### src/rtl/pmg_pkg.sv
package pmg_pkg;
  // ==========================================================
  // Register map (byte addresses)
  localparam int          ADDR_W     = 8;
  localparam int          DATA_W     = 32;
  localparam logic [7:0]  OFF_CTRL   = 8'h00;
  localparam logic [7:0]  OFF_PERIOD = 8'h04;
  localparam logic [7:0]  OFF_WIDTH  = 8'h08;
  localparam logic [7:0]  OFF_DWIDTH = 8'h0C;
  localparam logic [7:0]  OFF_DELAY  = 8'h10;
  localparam logic [7:0]  OFF_DDELAY = 8'h14;
  localparam logic [7:0]  OFF_STATUS = 8'h18;
  localparam logic [1:0]  RESP_OKAY  = 2'h0;
  localparam logic [1:0]  RESP_SLVERR = 2'h2;
  // ==========================================================
  // Control field layout and codes
  localparam int          CTRL_W     = 11;
  localparam int          STAT_MOD   = 0;
  localparam int          STAT_RUN   = 1;
  localparam int          STAT_SETL  = 2;
  localparam int          STAT_VID   = 3;
  localparam logic [1:0]  MULTIPURPOSE_IO_CONNECTOR_AUTO   = 2'h0;
  localparam logic [1:0]  MULTIPURPOSE_IO_CONNECTOR_SINGLE = 2'h1;
  localparam logic [1:0]  MULTIPURPOSE_IO_CONNECTOR_GATED  = 2'h2;
  localparam logic [2:0]  CONN_SETTLED   = 3'h0;
  localparam logic [2:0]  CONN_UNSETTLED = 3'h1;
  localparam logic [2:0]  CONN_VIDEO     = 3'h2;
  localparam logic [2:0]  CONN_MULTIPURPOSE_IO_CONNECTOR_IN   = 3'h3;
  localparam logic [2:0]  CONN_EXT_SRC   = 3'h4;
  // ==========================================================
  // Reset values
  localparam logic [31:0] RST_PERIOD = 32'h0000_0064;
  localparam logic [31:0] RST_WIDTH  = 32'h0000_000A;
  localparam logic [31:0] RST_DWIDTH = 32'h0000_000A;
  localparam logic [31:0] RST_DELAY  = 32'h0000_0000;
  localparam logic [31:0] RST_DDELAY = 32'h0000_0032;
  // ==========================================================
  // Types
  typedef struct packed {
    logic [2:0] conn;
    logic       gate_low;
    logic       slope_fall;
    logic [1:0] multipurpose_io_connector;
    logic       dbl;
    logic       ext_inv;
    logic       src_ext;
    logic       enable;
  } pmg_ctrl_s;
  typedef struct packed {
    logic [31:0] period;
    logic [31:0] width;
    logic [31:0] dwidth;
    logic [31:0] delay;
    logic [31:0] ddelay;
  } pmg_time_s;
  typedef enum logic [1:0] {
    ST_IDLE = 2'b01,
    ST_RUN  = 2'b10
  } pmg_state_e;
endpackage : pmg_pkg

### src/rtl/pmg_top.sv
module pmg_top
  import pmg_pkg::*;
(
  input  wire logic              clk_i,
  input  wire logic              reset_i,
  input  wire logic [ADDR_W-1:0] s_axi_awaddr_i,
  input  wire logic              s_axi_awvalid_i,
  output logic                   s_axi_awready_o,
  input  wire logic [DATA_W-1:0] s_axi_wdata_i,
  input  wire logic [3:0]        s_axi_wstrb_i,
  input  wire logic              s_axi_wvalid_i,
  output logic                   s_axi_wready_o,
  output logic [1:0]             s_axi_bresp_o,
  output logic                   s_axi_bvalid_o,
  input  wire logic              s_axi_bready_i,
  input  wire logic [ADDR_W-1:0] s_axi_araddr_i,
  input  wire logic              s_axi_arvalid_i,
  output logic                   s_axi_arready_o,
  output logic [DATA_W-1:0]      s_axi_rdata_o,
  output logic [1:0]             s_axi_rresp_o,
  output logic                   s_axi_rvalid_o,
  input  wire logic              s_axi_rready_i,
  input  wire logic              settled_i,
  input  wire logic              mpio_i,
  output logic                   mpio_o,
  output logic                   mpio_oe_o,
  output logic                   mod_o
);

  // ==========================================================
  // Declarations
  pmg_ctrl_s          ctrl_q;
  pmg_time_s          tim_q;
  pmg_state_e         state_q;
  logic [31:0]        cnt_q;
  logic               pulse_q;
  logic               mod_q;
  logic               mpio_q;
  logic               mpio_oe_q;
  logic               sync1_q;
  logic               sync2_q;
  logic               sync3_q;
  logic               aw_q;
  logic               w_q;
  logic [ADDR_W-1:0]  aw_addr_q;
  logic [DATA_W-1:0]  w_data_q;
  logic [3:0]         w_strb_q;
  logic               bvalid_q;
  logic [1:0]         bresp_q;
  logic               rvalid_q;
  logic [DATA_W-1:0]  rdata_q;
  logic [1:0]         rresp_q;
  logic               aw_hs;
  logic               w_hs;
  logic               do_wr;
  logic [ADDR_W-1:0]  wr_addr;
  logic [DATA_W-1:0]  wr_data;
  logic [3:0]         wr_strb;
  logic               wr_hit;
  logic               multipurpose_io_connector_sel;
  logic               src_sel;
  logic               multipurpose_io_connector_evt;
  logic               gate_act;
  logic               ext_level;
  logic               gen_en;
  logic [31:0]        per_m1;
  logic               wrap;
  logic               win1;
  logic               win2;
  logic               stop_run;
  logic [DATA_W-1:0]  rd_mux;
  logic               rd_hit;
  logic [DATA_W-1:0]  ctrl_wr;

  function automatic logic [31:0] wmerge(
    input logic [31:0] old_v,
    input logic [31:0] new_v,
    input logic [3:0]  strb
  );
    logic [31:0] res;
    res = old_v;
    for (int b = 0; b < 4; b++)
    begin
      if (strb[b])
      begin
        res[8*b +: 8] = new_v[8*b +: 8];
      end
    end
    return res;
  endfunction : wmerge

  // ==========================================================
  // AXI4-Lite write channel
  assign s_axi_awready_o = !aw_q && !bvalid_q;
  assign s_axi_wready_o  = !w_q && !bvalid_q;
  assign aw_hs   = s_axi_awvalid_i && s_axi_awready_o;
  assign w_hs    = s_axi_wvalid_i && s_axi_wready_o;
  assign do_wr   = (aw_q || aw_hs) && (w_q || w_hs);
  assign wr_addr = aw_q ? aw_addr_q : s_axi_awaddr_i;
  assign wr_data = w_q ? w_data_q : s_axi_wdata_i;
  assign wr_strb = w_q ? w_strb_q : s_axi_wstrb_i;
  assign wr_hit  = (wr_addr == OFF_CTRL) || (wr_addr == OFF_PERIOD)
                || (wr_addr == OFF_WIDTH) || (wr_addr == OFF_DWIDTH)
                || (wr_addr == OFF_DELAY) || (wr_addr == OFF_DDELAY);
  assign ctrl_wr = wmerge({21'h0, ctrl_q}, wr_data, wr_strb);

  always_ff @(posedge clk_i)
  begin
    if (reset_i)
    begin
      aw_q      <= 1'b0;
      w_q       <= 1'b0;
      aw_addr_q <= '0;
      w_data_q  <= '0;
      w_strb_q  <= '0;
    end
    else
    begin
      aw_q <= do_wr ? 1'b0 : (aw_q || aw_hs);
      w_q  <= do_wr ? 1'b0 : (w_q || w_hs);
      if (aw_hs)
      begin
        aw_addr_q <= s_axi_awaddr_i;
      end
      if (w_hs)
      begin
        w_data_q <= s_axi_wdata_i;
        w_strb_q <= s_axi_wstrb_i;
      end
    end
  end

  always_ff @(posedge clk_i)
  begin
    if (reset_i)
    begin
      bvalid_q <= 1'b0;
      bresp_q  <= RESP_OKAY;
    end
    else if (do_wr)
    begin
      bvalid_q <= 1'b1;
      bresp_q  <= wr_hit ? RESP_OKAY : RESP_SLVERR;
    end
    else if (s_axi_bready_i)
    begin
      bvalid_q <= 1'b0;
    end
  end

  assign s_axi_bvalid_o = bvalid_q;
  assign s_axi_bresp_o  = bresp_q;

  // ==========================================================
  // Configuration registers
  always_ff @(posedge clk_i)
  begin
    if (reset_i)
    begin
      ctrl_q <= '0;
      tim_q  <= '{RST_PERIOD, RST_WIDTH, RST_DWIDTH, RST_DELAY, RST_DDELAY};
    end
    else if (do_wr)
    begin
      case (wr_addr)
        OFF_CTRL:   ctrl_q <= pmg_ctrl_s'(ctrl_wr[CTRL_W-1:0]);
        OFF_PERIOD: tim_q.period <= wmerge(tim_q.period, wr_data, wr_strb);
        OFF_WIDTH:  tim_q.width  <= wmerge(tim_q.width, wr_data, wr_strb);
        OFF_DWIDTH: tim_q.dwidth <= wmerge(tim_q.dwidth, wr_data, wr_strb);
        OFF_DELAY:  tim_q.delay  <= wmerge(tim_q.delay, wr_data, wr_strb);
        OFF_DDELAY: tim_q.ddelay <= wmerge(tim_q.ddelay, wr_data, wr_strb);
        default:    ctrl_q <= ctrl_q;
      endcase
    end
  end

  // ==========================================================
  // AXI4-Lite read channel
  assign s_axi_arready_o = !rvalid_q;

  always_comb
  begin
    rd_hit = 1'b1;
    rd_mux = '0;
    case (s_axi_araddr_i)
      OFF_CTRL:   rd_mux = {21'h0, ctrl_q};
      OFF_PERIOD: rd_mux = tim_q.period;
      OFF_WIDTH:  rd_mux = tim_q.width;
      OFF_DWIDTH: rd_mux = tim_q.dwidth;
      OFF_DELAY:  rd_mux = tim_q.delay;
      OFF_DDELAY: rd_mux = tim_q.ddelay;
      OFF_STATUS:
      begin
        rd_mux[STAT_MOD]  = mod_q;
        rd_mux[STAT_RUN]  = (state_q == ST_RUN);
        rd_mux[STAT_SETL] = settled_i;
        rd_mux[STAT_VID]  = pulse_q;
      end
      default:    rd_hit = 1'b0;
    endcase
  end

  always_ff @(posedge clk_i)
  begin
    if (reset_i)
    begin
      rvalid_q <= 1'b0;
      rdata_q  <= '0;
      rresp_q  <= RESP_OKAY;
    end
    else if (s_axi_arvalid_i && s_axi_arready_o)
    begin
      rvalid_q <= 1'b1;
      rdata_q  <= rd_mux;
      rresp_q  <= rd_hit ? RESP_OKAY : RESP_SLVERR;
    end
    else if (s_axi_rready_i)
    begin
      rvalid_q <= 1'b0;
    end
  end

  assign s_axi_rvalid_o = rvalid_q;
  assign s_axi_rdata_o  = rdata_q;
  assign s_axi_rresp_o  = rresp_q;

  // ==========================================================
  // Connector input synchroniser and edge detect
  always_ff @(posedge clk_i)
  begin
    if (reset_i)
    begin
      sync1_q <= 1'b0;
      sync2_q <= 1'b0;
      sync3_q <= 1'b0;
    end
    else
    begin
      sync1_q <= mpio_i;
      sync2_q <= sync1_q;
      sync3_q <= sync2_q;
    end
  end

  assign multipurpose_io_connector_sel  = (ctrl_q.conn == CONN_MULTIPURPOSE_IO_CONNECTOR_IN);
  assign src_sel   = (ctrl_q.conn == CONN_EXT_SRC);
  assign multipurpose_io_connector_evt  = multipurpose_io_connector_sel && (ctrl_q.slope_fall ? (sync3_q && !sync2_q)
                                                     : (!sync3_q && sync2_q));
  assign gate_act  = multipurpose_io_connector_sel && (sync2_q ^ ctrl_q.gate_low);
  assign ext_level = sync2_q ^ ctrl_q.ext_inv;

  // ==========================================================
  // Pulse generator
  assign gen_en   = ctrl_q.enable && !ctrl_q.src_ext;
  assign per_m1   = (tim_q.period == 32'h0) ? 32'h0 : tim_q.period - 32'h1;
  assign wrap     = (cnt_q >= per_m1);
  // Double mode starts at count zero, the delay has no effect
  assign win1     = ctrl_q.dbl ? (cnt_q < tim_q.width)
                  : ((cnt_q >= tim_q.delay)
                  && ((cnt_q - tim_q.delay) < tim_q.width));
  assign win2     = ctrl_q.dbl && (cnt_q >= tim_q.ddelay)
                  && ((cnt_q - tim_q.ddelay) < tim_q.dwidth);
  assign stop_run = !gen_en
                  || ((ctrl_q.multipurpose_io_connector == MULTIPURPOSE_IO_CONNECTOR_GATED) && !gate_act)
                  || ((ctrl_q.multipurpose_io_connector == MULTIPURPOSE_IO_CONNECTOR_SINGLE) && wrap);

  always_ff @(posedge clk_i)
  begin
    if (reset_i)
    begin
      state_q <= ST_IDLE;
    end
    else
    begin
      case (state_q)
        ST_IDLE:
        begin
          if (gen_en && ((ctrl_q.multipurpose_io_connector == MULTIPURPOSE_IO_CONNECTOR_AUTO)
              || ((ctrl_q.multipurpose_io_connector == MULTIPURPOSE_IO_CONNECTOR_SINGLE) && multipurpose_io_connector_evt)
              || ((ctrl_q.multipurpose_io_connector == MULTIPURPOSE_IO_CONNECTOR_GATED) && gate_act)))
          begin
            state_q <= ST_RUN;
          end
        end
        ST_RUN:
        begin
          if (stop_run)
          begin
            state_q <= ST_IDLE;
          end
        end
        default: state_q <= ST_IDLE;
      endcase
    end
  end

  always_ff @(posedge clk_i)
  begin
    if (reset_i)
    begin
      cnt_q <= '0;
    end
    else if ((state_q != ST_RUN) || stop_run || wrap)
    begin
      cnt_q <= '0;
    end
    else
    begin
      cnt_q <= cnt_q + 32'h1;
    end
  end

  always_ff @(posedge clk_i)
  begin
    if (reset_i)
    begin
      pulse_q <= 1'b0;
    end
    else
    begin
      pulse_q <= (state_q == ST_RUN) && (win1 || win2);
    end
  end

  // ==========================================================
  // Modulation output and connector driver
  always_ff @(posedge clk_i)
  begin
    if (reset_i)
    begin
      mod_q <= 1'b1;
    end
    else if (!ctrl_q.enable)
    begin
      mod_q <= 1'b1;
    end
    else if (ctrl_q.src_ext)
    begin
      mod_q <= src_sel && ext_level;
    end
    else
    begin
      mod_q <= pulse_q;
    end
  end

  always_ff @(posedge clk_i)
  begin
    if (reset_i)
    begin
      mpio_q    <= 1'b0;
      mpio_oe_q <= 1'b0;
    end
    else
    begin
      case (ctrl_q.conn)
        CONN_SETTLED:   mpio_q <= settled_i;
        CONN_UNSETTLED: mpio_q <= !settled_i;
        CONN_VIDEO:     mpio_q <= pulse_q;
        default:        mpio_q <= 1'b0;
      endcase
      mpio_oe_q <= (ctrl_q.conn == CONN_SETTLED) || (ctrl_q.conn == CONN_UNSETTLED)
                || (ctrl_q.conn == CONN_VIDEO);
    end
  end

  assign mod_o     = mod_q;
  assign mpio_o    = mpio_q;
  assign mpio_oe_o = mpio_oe_q;
endmodule : pmg_top

### config.mk
export PLATFORM = sky130hd
export DESIGN_NAME = pmg_top
export DESIGN_NICKNAME = d
export VERILOG_FILES = /design/src/rtl/pmg_pkg.sv /design/src/rtl/pmg_top.sv
export SDC_FILE = /design/constraint.sdc
export NUM_CORES = 1
export LEC_CHECK = 0
export BUFFER_PORTS_ARGS = -buffer_cell sky130_fd_sc_hd__buf_2
export CORE_MARGIN = 1.5
export CORE_UTILIZATION = 55
export DETAILED_ROUTE_END_ITERATION = 10
export PLACE_DENSITY = 0.73
export RECOVER_POWER = 50
export SYNTH_ARGS = -nofsm -noshare
export SYNTH_HDL_FRONTEND = slang
export SYNTH_SLANG_ARGS = --single-unit
### constraint.sdc
create_clock -name clk_i -period 8.1 [get_ports clk_i]
set_input_delay 0.405 -clock clk_i [delete_from_list [all_inputs] [get_ports clk_i]]
set_output_delay 0.405 -clock clk_i [all_outputs]
set_load 0.01 [all_outputs]
Word-level counts from Yosys, hierarchy flattened
Cells that the tools add are included.
Word-level totals
  logic and storage cells: 183
  input port bits: 61
  memories kept: 0
  ROM bits: 0
  latch bits: 0
  bits in registers: 296
  bits in writable memories: 0
  output and inout bits: 44
Cells by class
  mux-type cells: 20
  equality and inequality tests: 22
  shifts and indexed selects: 0
  div/mod/pow operators: 0
  add/sub/neg operators: 4
  magnitude comparators: 6
  bitwise operators: 3
  reduce and logical (&&, ||, !) cells: 81
  multiply operators: 0
Operators with widths (count)
  28-bit case mux with 6 select lines: 1
  32-bit >= comparator: 3
  32-bit less-than comparator: 3
  3-bit AND reduction: 22
  32-bit 2-to-1 mux: 2
  32-bit subtractor: 2
  8-bit by 5-bit == test with 1-bit output (second input constant): 5
  32-bit by 1-bit adder with 32-bit output (second input constant): 1
  8-bit by 4-bit == test with 1-bit output (second input constant): 4
  32-bit logical NOT: 1
  32-bit by 1-bit subtractor with 32-bit output (second input constant): 1
  4-bit case mux with 7 select lines: 1
  1-bit logical AND: 21
  8-bit by 3-bit == test with 1-bit output (second input constant): 2
  8-bit logical NOT: 2
  1-bit logical OR: 16
  1-bit logical NOT: 10
  1-bit 2-to-1 mux: 8
  2-bit 2-to-1 mux: 4
  8-bit 2-to-1 mux: 1
  7-bit OR reduction: 1
  3-bit by 2-bit == test with 1-bit output (second input constant): 2
  2-bit != test (second input constant): 3
  2-bit OR reduction: 3
  13 further kinds: 17

Depth between registers and ports, before layout
Gate-level depths: netlist of the first run.
  depth in word-level cells: 10
  mapped depth: 21
  depth with buffers taken out: 21

Least setup slack after synthesis of the first run
No wires, ideal clock.
  kind: register -> register
  start: register tim_q[8] (netlist bit)
  end: register pulse_q
  path buffers: 1
  period minus slack after synthesis: 3.748 ns
  stages on the path, launching flop included: 21
  setup slack: 4.352 ns
  arrival: 3.642 ns
  data required time: 7.994 ns
  path through: dfxtp_1 inv_1 ha_1 clkbuf_1 nand4_1 nor2_1 o221ai_1 a21boi_0 o21ai_0 a21oi_1 mux2_2 o2111ai_1 ha_1 a21oi_1 o21ai_0 a21o_1 a211oi_1 nor2_1 a211oi_1 nor4_1 o311ai_0
Between the ends
  longest elaborated chain between the ends: 5
Ends and longest elaborated chain
  start, declared: line pmg_top.sv:33  | pmg_time_s tim_q;
  start signal, assigned: line pmg_top.sv:161  | tim_q <= '{RST_PERIOD, RST_WIDTH, RST_DWIDTH, RST_DELAY, RST_DDELAY};
  32-bit subtractor or 32-bit >= comparator (tied branches): line pmg_top.sv:262, pmg_top.sv:261
  32-bit less-than comparator or 1-bit logical AND (tied branches): line pmg_top.sv:262, pmg_top.sv:261
  1-bit logical AND *: line pmg_top.sv:262  | && ((cnt_q - tim_q.ddelay) < tim_q.dwidth);
  1-bit logical OR *: line pmg_top.sv:321  | pulse_q <= (state_q == ST_RUN) && (win1 || win2);
  1-bit logical AND *: line pmg_top.sv:321
  end signal, assigned: line pmg_top.sv:321
  end, declared: line pmg_top.sv:36  | logic pulse_q;
Every way passes the cells marked *; elsewhere a longest branch is shown, timed or not.
A chain may end at the register's enable or synchronous reset.

Final worst setup path of the first run
  start: input reset_i
  end: register bresp_q[1], in the netlist s_axi_bresp_o[1]
RTL lines
  start, declared: line pmg_top.sv:5  | input wire logic reset_i,
  end signal, assigned: line pmg_top.sv:143  | bresp_q <= wr_hit ? RESP_OKAY : RESP_SLVERR;
  end, declared: line pmg_top.sv:49  | logic [1:0] bresp_q;
No word-level cell between the ends.

==> run_results.csv, run 1 <==
group,metric,value,unit
run_status,status,"complete, but fails checks",
run_status,violations,"max-capacitance violations, max-slew violations",
power_and_ir_drop,power_frac_clock,0.423,
timing,fin_skew,0.0139,ns
worst_setup_path,slowest_stage,"clkbuf_1",
place,routabilityCongestion,1.03,
worst_setup_path,crit_top_cell,"clkbuf_1",
timing,tightest_slew,4.90,ns
clock_network,clk_path_buf_depth,3,
global_routing,busiest_layer,"met2",
timing,rsz0062_at_grt,"no",
worst_setup_path,crit_chain,"clkbuf_1, clkbuf_1, nor2_1",
route,vias,18321,
power_and_ir_drop,p_sw,889,uW
power_and_ir_drop,p_per_area,161,nW/um2
route,first_pass_iters,5,
synth,synth_cells,2436,
clock_network,cts_resized,0,
synth,ys_types,68,
route,antenna_left,0,
route,drtIter0Drc,1755,
finish,num-nets-final,2723,
synth,synthArstFlopShare,0,
die,die_area,35900,um2
place,io_buffer_count,102,
route,drt-total-wl,61.8,mm
clock_network,cts.clk_slew.worst_paths,0.06,ns
synth,synth_ff_type,"dfxtp_1",
global_routing,use_met3,0.0888,
clock_network,clock_latency,0.58,ns
power_and_ir_drop,p_seq_frac,0.452,
global_routing,grtUsageMet2,0.486,
clock_network,htreeDepth,1,
global_routing,use_met1,0.482,
die,initial_core_util,0.556,
worst_setup_path,worstSetupEndpointType,"register",
power_and_ir_drop,swShare,0.266,
hold_path,hp-class,"in2reg",
worst_setup_path,path_max_fanout,109,
worst_setup_path,cp.arrival,6.37,ns
worst_setup_path,cp.required,8.44,ns
worst_setup_path,startpoint_type,"input pin",
timing,setup_violations,0,
synth,post_synth.cell_area_avg,7.85,um2
die,rows,68,
global_routing,grt-ovfl-total,0,
route,drc,0,
synth,yosys_warnings,0,
worst_setup_path,crit_type,"in2reg",
timing,fin_tns_setup,0,ns
global_routing,grt_pass1_vias,16892,
power_and_ir_drop,p_leak,0.00806,uW
power_and_ir_drop,ir_drop,0.192,mV
synth,synth_area,19100,um2
job,max-cap-violations,4,
clock_network,cts_hold_buf,0,
clock_network,cts_setup_buffers,0,
route,wire_per_inst,21.0,um
timing,layout_worst_path_cycle_share,0.745,
timing,slew_viol_final,304,
die,die_h,189,um
synth,seq_area_frac_synth,0.308,
finish,area_delta_synth_final,8.55,%
power_and_ir_drop,combPwrFrac,0.126,
global_routing,grt_pass1_wl,94.7,mm
synth,synth_seq_cells,294,
power_and_ir_drop,p_int,2450,uW
global_routing,grt_max_degree,110,
finish,drive_gt1_frac,0.0627,
timing,hold_violations,0,
clock_network,cts_tree,"done",
place,dpl.hpwl,47.3,mm
timing,slew-limit-headroom,-2.27,
synth,synth_edf_count,0,
global_routing,globalRouteTotalUtil,0.337,
die,fp.coreArea,34400,um2
clock_network,cts-root-buf,"clkbuf_16",
global_routing,antenna_found_initial,1,
clock_network,clock_sinks,294,
clock_network,cts_made_buffers,29,
die,pin_count,105,
route,viasPerCell,6.22,
timing,holdWs,0.0103,ns
timing,fmax,166,MHz
worst_setup_path,slowest_delay,3.38,ns
die,fp.dieW,189,um
timing,fin_crit,6.03,ns
-- through the flow --
step                      area, um2  std cells  power [uW]  worst slack (ns)  utilization
after floorplan               19100       2437        1820              4.35            -
after global placement        19900       2892        1940              3.61        0.578
after detailed placement      19900       2892        1950              3.49        0.578
after CTS                     20900       2943        3330              3.48        0.607
after global routing          20800       2944        3430              1.65        0.604
final                         20800       2944        3330              2.07        0.604
-- synthesized netlist by cell type (all sizes together) (15+ instances only) --
library cell / count / area [um2]
a211o: 15 / 131
a211oi: 180 / 1350
a21o: 60 / 450
a21oi: 190 / 951
a221oi: 22 / 193
a31oi: 15 / 93.8
buf: 33 / 170
clkbuf: 86 / 323
dfxtp: 294 / 5890
ha: 192 / 2400
inv: 155 / 582
mux2i: 61 / 611
nand2: 218 / 821
nand2b: 15 / 93.8
nand3: 48 / 240
nand4: 33 / 206
nor2: 426 / 1680
nor2b: 18 / 113
nor3: 35 / 175
o21ai: 65 / 325
xnor2: 61 / 534
xor2: 50 / 438
-- worst max-delay path, delay by kind of cell --
kind / cells / cell delay (ns)
buffers and inverters: 2 / 5.71
AND/OR/NAND/NOR: 1 / 0.15
-- layer usage --
layer,wire length (um),up-vias,part of all wire
li1,-,8697,-
met1,27700,8613,0.45
met2,25200,890,0.41
met3,6910,121,0.11
met4,2020,0,0.033
met5,0,-,0
-- worst paths after layout --
check	from	endpoint	slack, ns	cells after the start
worst max-delay path	reset_i	s_axi_bresp_o[1]	2.07	3
worst min-delay path	s_axi_rready_i	s_axi_rvalid_o	0.01	2
worst max register to register	w_q	tim_q[57]	3.18	6
worst min register to register	sync1_q	sync2_q	0.44	1
-- placed cells by master (no fill, tap or decap), types with 17 or more instances in the layout --
cell and count:
a221oi_1 22, buf_2 60, nor2b_1 17, nor3_1 34, nand2_1 218, dfxtp_1 293, o21ai_0 65, xnor2_1 61
clkbuf_1 49, nand4_1 33, mux2i_1 61, xor2_1 50, nand3_1 48, a21oi_1 190, inv_1 155, a211oi_1 180
nor2_1 418, ha_1 192, clkbuf_16 29, a21o_1 60
-- cells by family after synthesis --
logic type / synth area share
flip-flops: 0.308
adder cells (fa/ha/maj): 0.128
AO/OA/AOI/OAI: 0.221
multiplexers: 0.0390
buffers and inverters: 0.0562
other: 0.000196
XOR/XNOR: 0.0508
AND/OR/NAND/NOR: 0.198
-- power by group through the flow --
| stage | sequential [uW] | combinational [uW] | clock, uW |
|---|---|---|---|
| 2_1_floorplan | 1530 | 286 | 0 |
| 3_3_place_gp | 1540 | 401 | 0 |
| 3_5_place_dp | 1540 | 410 | 0 |
| 4_1_cts | 1500 | 412 | 1420 |
| 5_1_grt | 1510 | 455 | 1470 |
| 6_report | 1510 | 419 | 1410 |
-- state kept, by name, summed over array words and instances, names as in the netlist, 2 cells and up --
| signal | cells |
|---|---|
| aw_addr_q | 8 |
| cnt_q | 32 |
| ctrl_q | 11 |
| s_axi_rdata_o | 32 |
| state_q | 2 |
| tim_q | 160 |
| w_data_q | 32 |
| w_strb_q | 4 |
-- area by class of cell --
class | count | area [um2]
flip-flops and latches | 294 | 5890
fillers | 3122 | 13600
clock inverters | 9 | 128
repair buffers | 119 | 576
diodes | 1 | 2.50
well taps | 455 | 569
inverters | 155 | 582
multi-input cells | 1869 | 12200
clock buffers | 42 | 855
(Power assumes the default switching activity.)
==> inputs of run 2 (changes only) <==
Settings changed: PLACE_DENSITY 0.73 to 0.76.
Clock period 8.1 ns to 5.5 ns, I/O delays scaled along.
==> run_results.csv, run 2 (synthesis gave the netlist of run 1 again) <==
group,metric,value,unit
timing,holdWs,0.165,ns
clock_network,cts_tree,"done",
die,pin_count,105,
global_routing,grt-ovfl-total,0,
finish,finalNonFillerCells,2993,
run_status,status,"complete, but fails checks",
place,dpl.hpwl,46.8,mm
worst_setup_path,path_max_fanout,19,
finish,n_antenna_cell,0,
worst_setup_path,slowest_delay,0.81,ns
global_routing,globalRouteTotalUtil,0.335,
clock_network,clock_latency,0.58,ns
worst_setup_path,cp.arrival,5.20,ns
finish,drive_gt1_frac,0.0603,
worst_setup_path,crit_chain,"nor3_1, nand2b_1, nor4_1, nand2b_1, or4_1, and2_1, ha_1, nand2b_1, a21o_1, a21o_1, a21oi_1, o21ai_0, a31oi_1, o31ai_4, buf_4, nor2_1",
clock_network,cts_resized,0,
worst_setup_path,slowest_stage,"or4_1",
worst_setup_path,timing.rr.start,"tim_q[151]",
hold_path,min_from,"settled_i",
die,die_h,189,um
worst_setup_path,worstSetupEndpointType,"register",
hold_path,hp-class,"in2reg",
worst_setup_path,crit_type,"reg2reg",
finish,mostFrequentLayoutCell,"nor2_1",
worst_setup_path,cp-startpoint,"tim_q[151]",
place,dp_cells,2894,
route,wire_per_inst,20.5,um
route,drc,0,
route,wl_met1,26.7,mm
timing,layout_worst_path_cycle_share,0.866,
finish,largest-register,"tim_q",
worst_setup_path,cp.required,5.94,ns
die,die_area,35900,um2
timing,fin_tns_setup,0,ns
timing,fmax,210,MHz
timing,slew-limit-headroom,-0.139,
global_routing,antenna_found_initial,0,
timing,tightest_slew,1.71,ns
route,viasPerCell,6.14,
finish,area_delta_synth_final,11.1,%
clock_network,htreeDepth,1,
route,first_pass_iters,6,
clock_network,cts_made_buffers,29,
power_and_ir_drop,p_per_area,233,nW/um2
clock_network,clock_sinks,294,
power_and_ir_drop,ir_drop,0.331,mV
place,routabilityCongestion,0.982,
worst_setup_path,startpoint_type,"register",
timing,fin_ws,0.738,ns
route,top_layer,"met4",
clock_network,cts_setup_buffers,0,
run_status,violations,"max-capacitance violations, max-slew violations",
finish,num-nets-final,2773,
die,fp.coreArea,34400,um2
route,drtIter0Drc,1858,
finish,final_core_util,0.618,
clock_network,cts_hold_buf,48,
finish,final_cell_mix,"nor2_1 (421), dfxtp_1 (293), nand2_1 (218), ha_1 (192), a21oi_1 (190)",
global_routing,grt_max_degree,107,
die,rows,68,
timing,rsz0062_at_grt,"no",
route,wl_met3,6.91,mm
timing,setup_violations,0,
place,io_buffer_count,102,
finish,largest_reg_flops,160,
timing,hold_violations,0,
worst_setup_path,crit_top_cell,"nand2b_1",
timing,fin_skew,0.0368,ns
worst_setup_path,cp.buffers_inverters,1,
worst_setup_path,critPathTopFamily,"simple AND/OR/NAND/NOR gates",
timing,fin_crit,4.76,ns
route,vias,18389,
clock_network,cts-root-buf,"clkbuf_16",
route,drt-total-wl,61.4,mm
route,antenna_left,0,
die,fp.dieW,189,um
job,max-cap-violations,2,
timing,slew_viol_final,69,
clock_network,cts.clk_slew.worst_paths,0.07,ns
route,dr_wl_met2,26.1,mm
die,initial_core_util,0.556,
place,pre_cts_slack,0.798,ns
clock_network,clk_path_buf_depth,3,
global_routing,grt_pass1_wl,95.1,mm
global_routing,grt_pass1_vias,17026,
power_and_ir_drop,p_leak,0.00829,uW
-- run 2: cell type report --
class,count,area [um2]
timing repair buffer,169,1080
clock inverter,6,109
sequential,294,5890
inverter,155,582
fill,3002,13100
clock buffer,45,886
tap,455,569
multi-input combinational,1869,12100
-- run 2: power by group --
group | switching, uW | total (uW) | internal, uW
registers | 39.5 | 2220 | 2180
logic | 411 | 638 | 227
clock network | 848 | 2080 | 1240
total | 1300 | 4940 | 3640
-- run 2: final timing paths --
check	to	slack [ns]	cells past startpoint
max	cnt_q[22]	0.74	16
min	mpio_o	0.16	5
max reg2reg	cnt_q[22]	0.74	16
min reg2reg	sync2_q	0.45	1
-- run 2: through the flow --
step / instance area [um2] / power [uW]
detailed placement: 19900 / 2860
floorplan: 19100 / 2680
finish: 21200 / 4940
global placement: 19900 / 2850
CTS: 21400 / 4940
global route: 21200 / 5090
-- run 2: worst register-to-register path, stage by stage, from the launching register on --
cell	delay [ns]
dfxtp_1	0.37
nor3_1	0.28
nand2b_1	0.15
nor4_1	0.32
nand2b_1	0.13
or4_1	0.81
and2_1	0.30
ha_1	0.26
nand2b_1	0.09
a21o_1	0.11
a21o_1	0.10
a21oi_1	0.06
o21ai_0	0.30
a31oi_1	0.21
o31ai_4	0.74
buf_4	0.35
nor2_1	0.07
-- run 2: metal layers --
metal  GRT usage  vias to the layer above
met5           0                        -
met1       0.468                     8583
met4      0.0946                        0
met3      0.0860                      112
li1            -                     8798
met2       0.508                      896
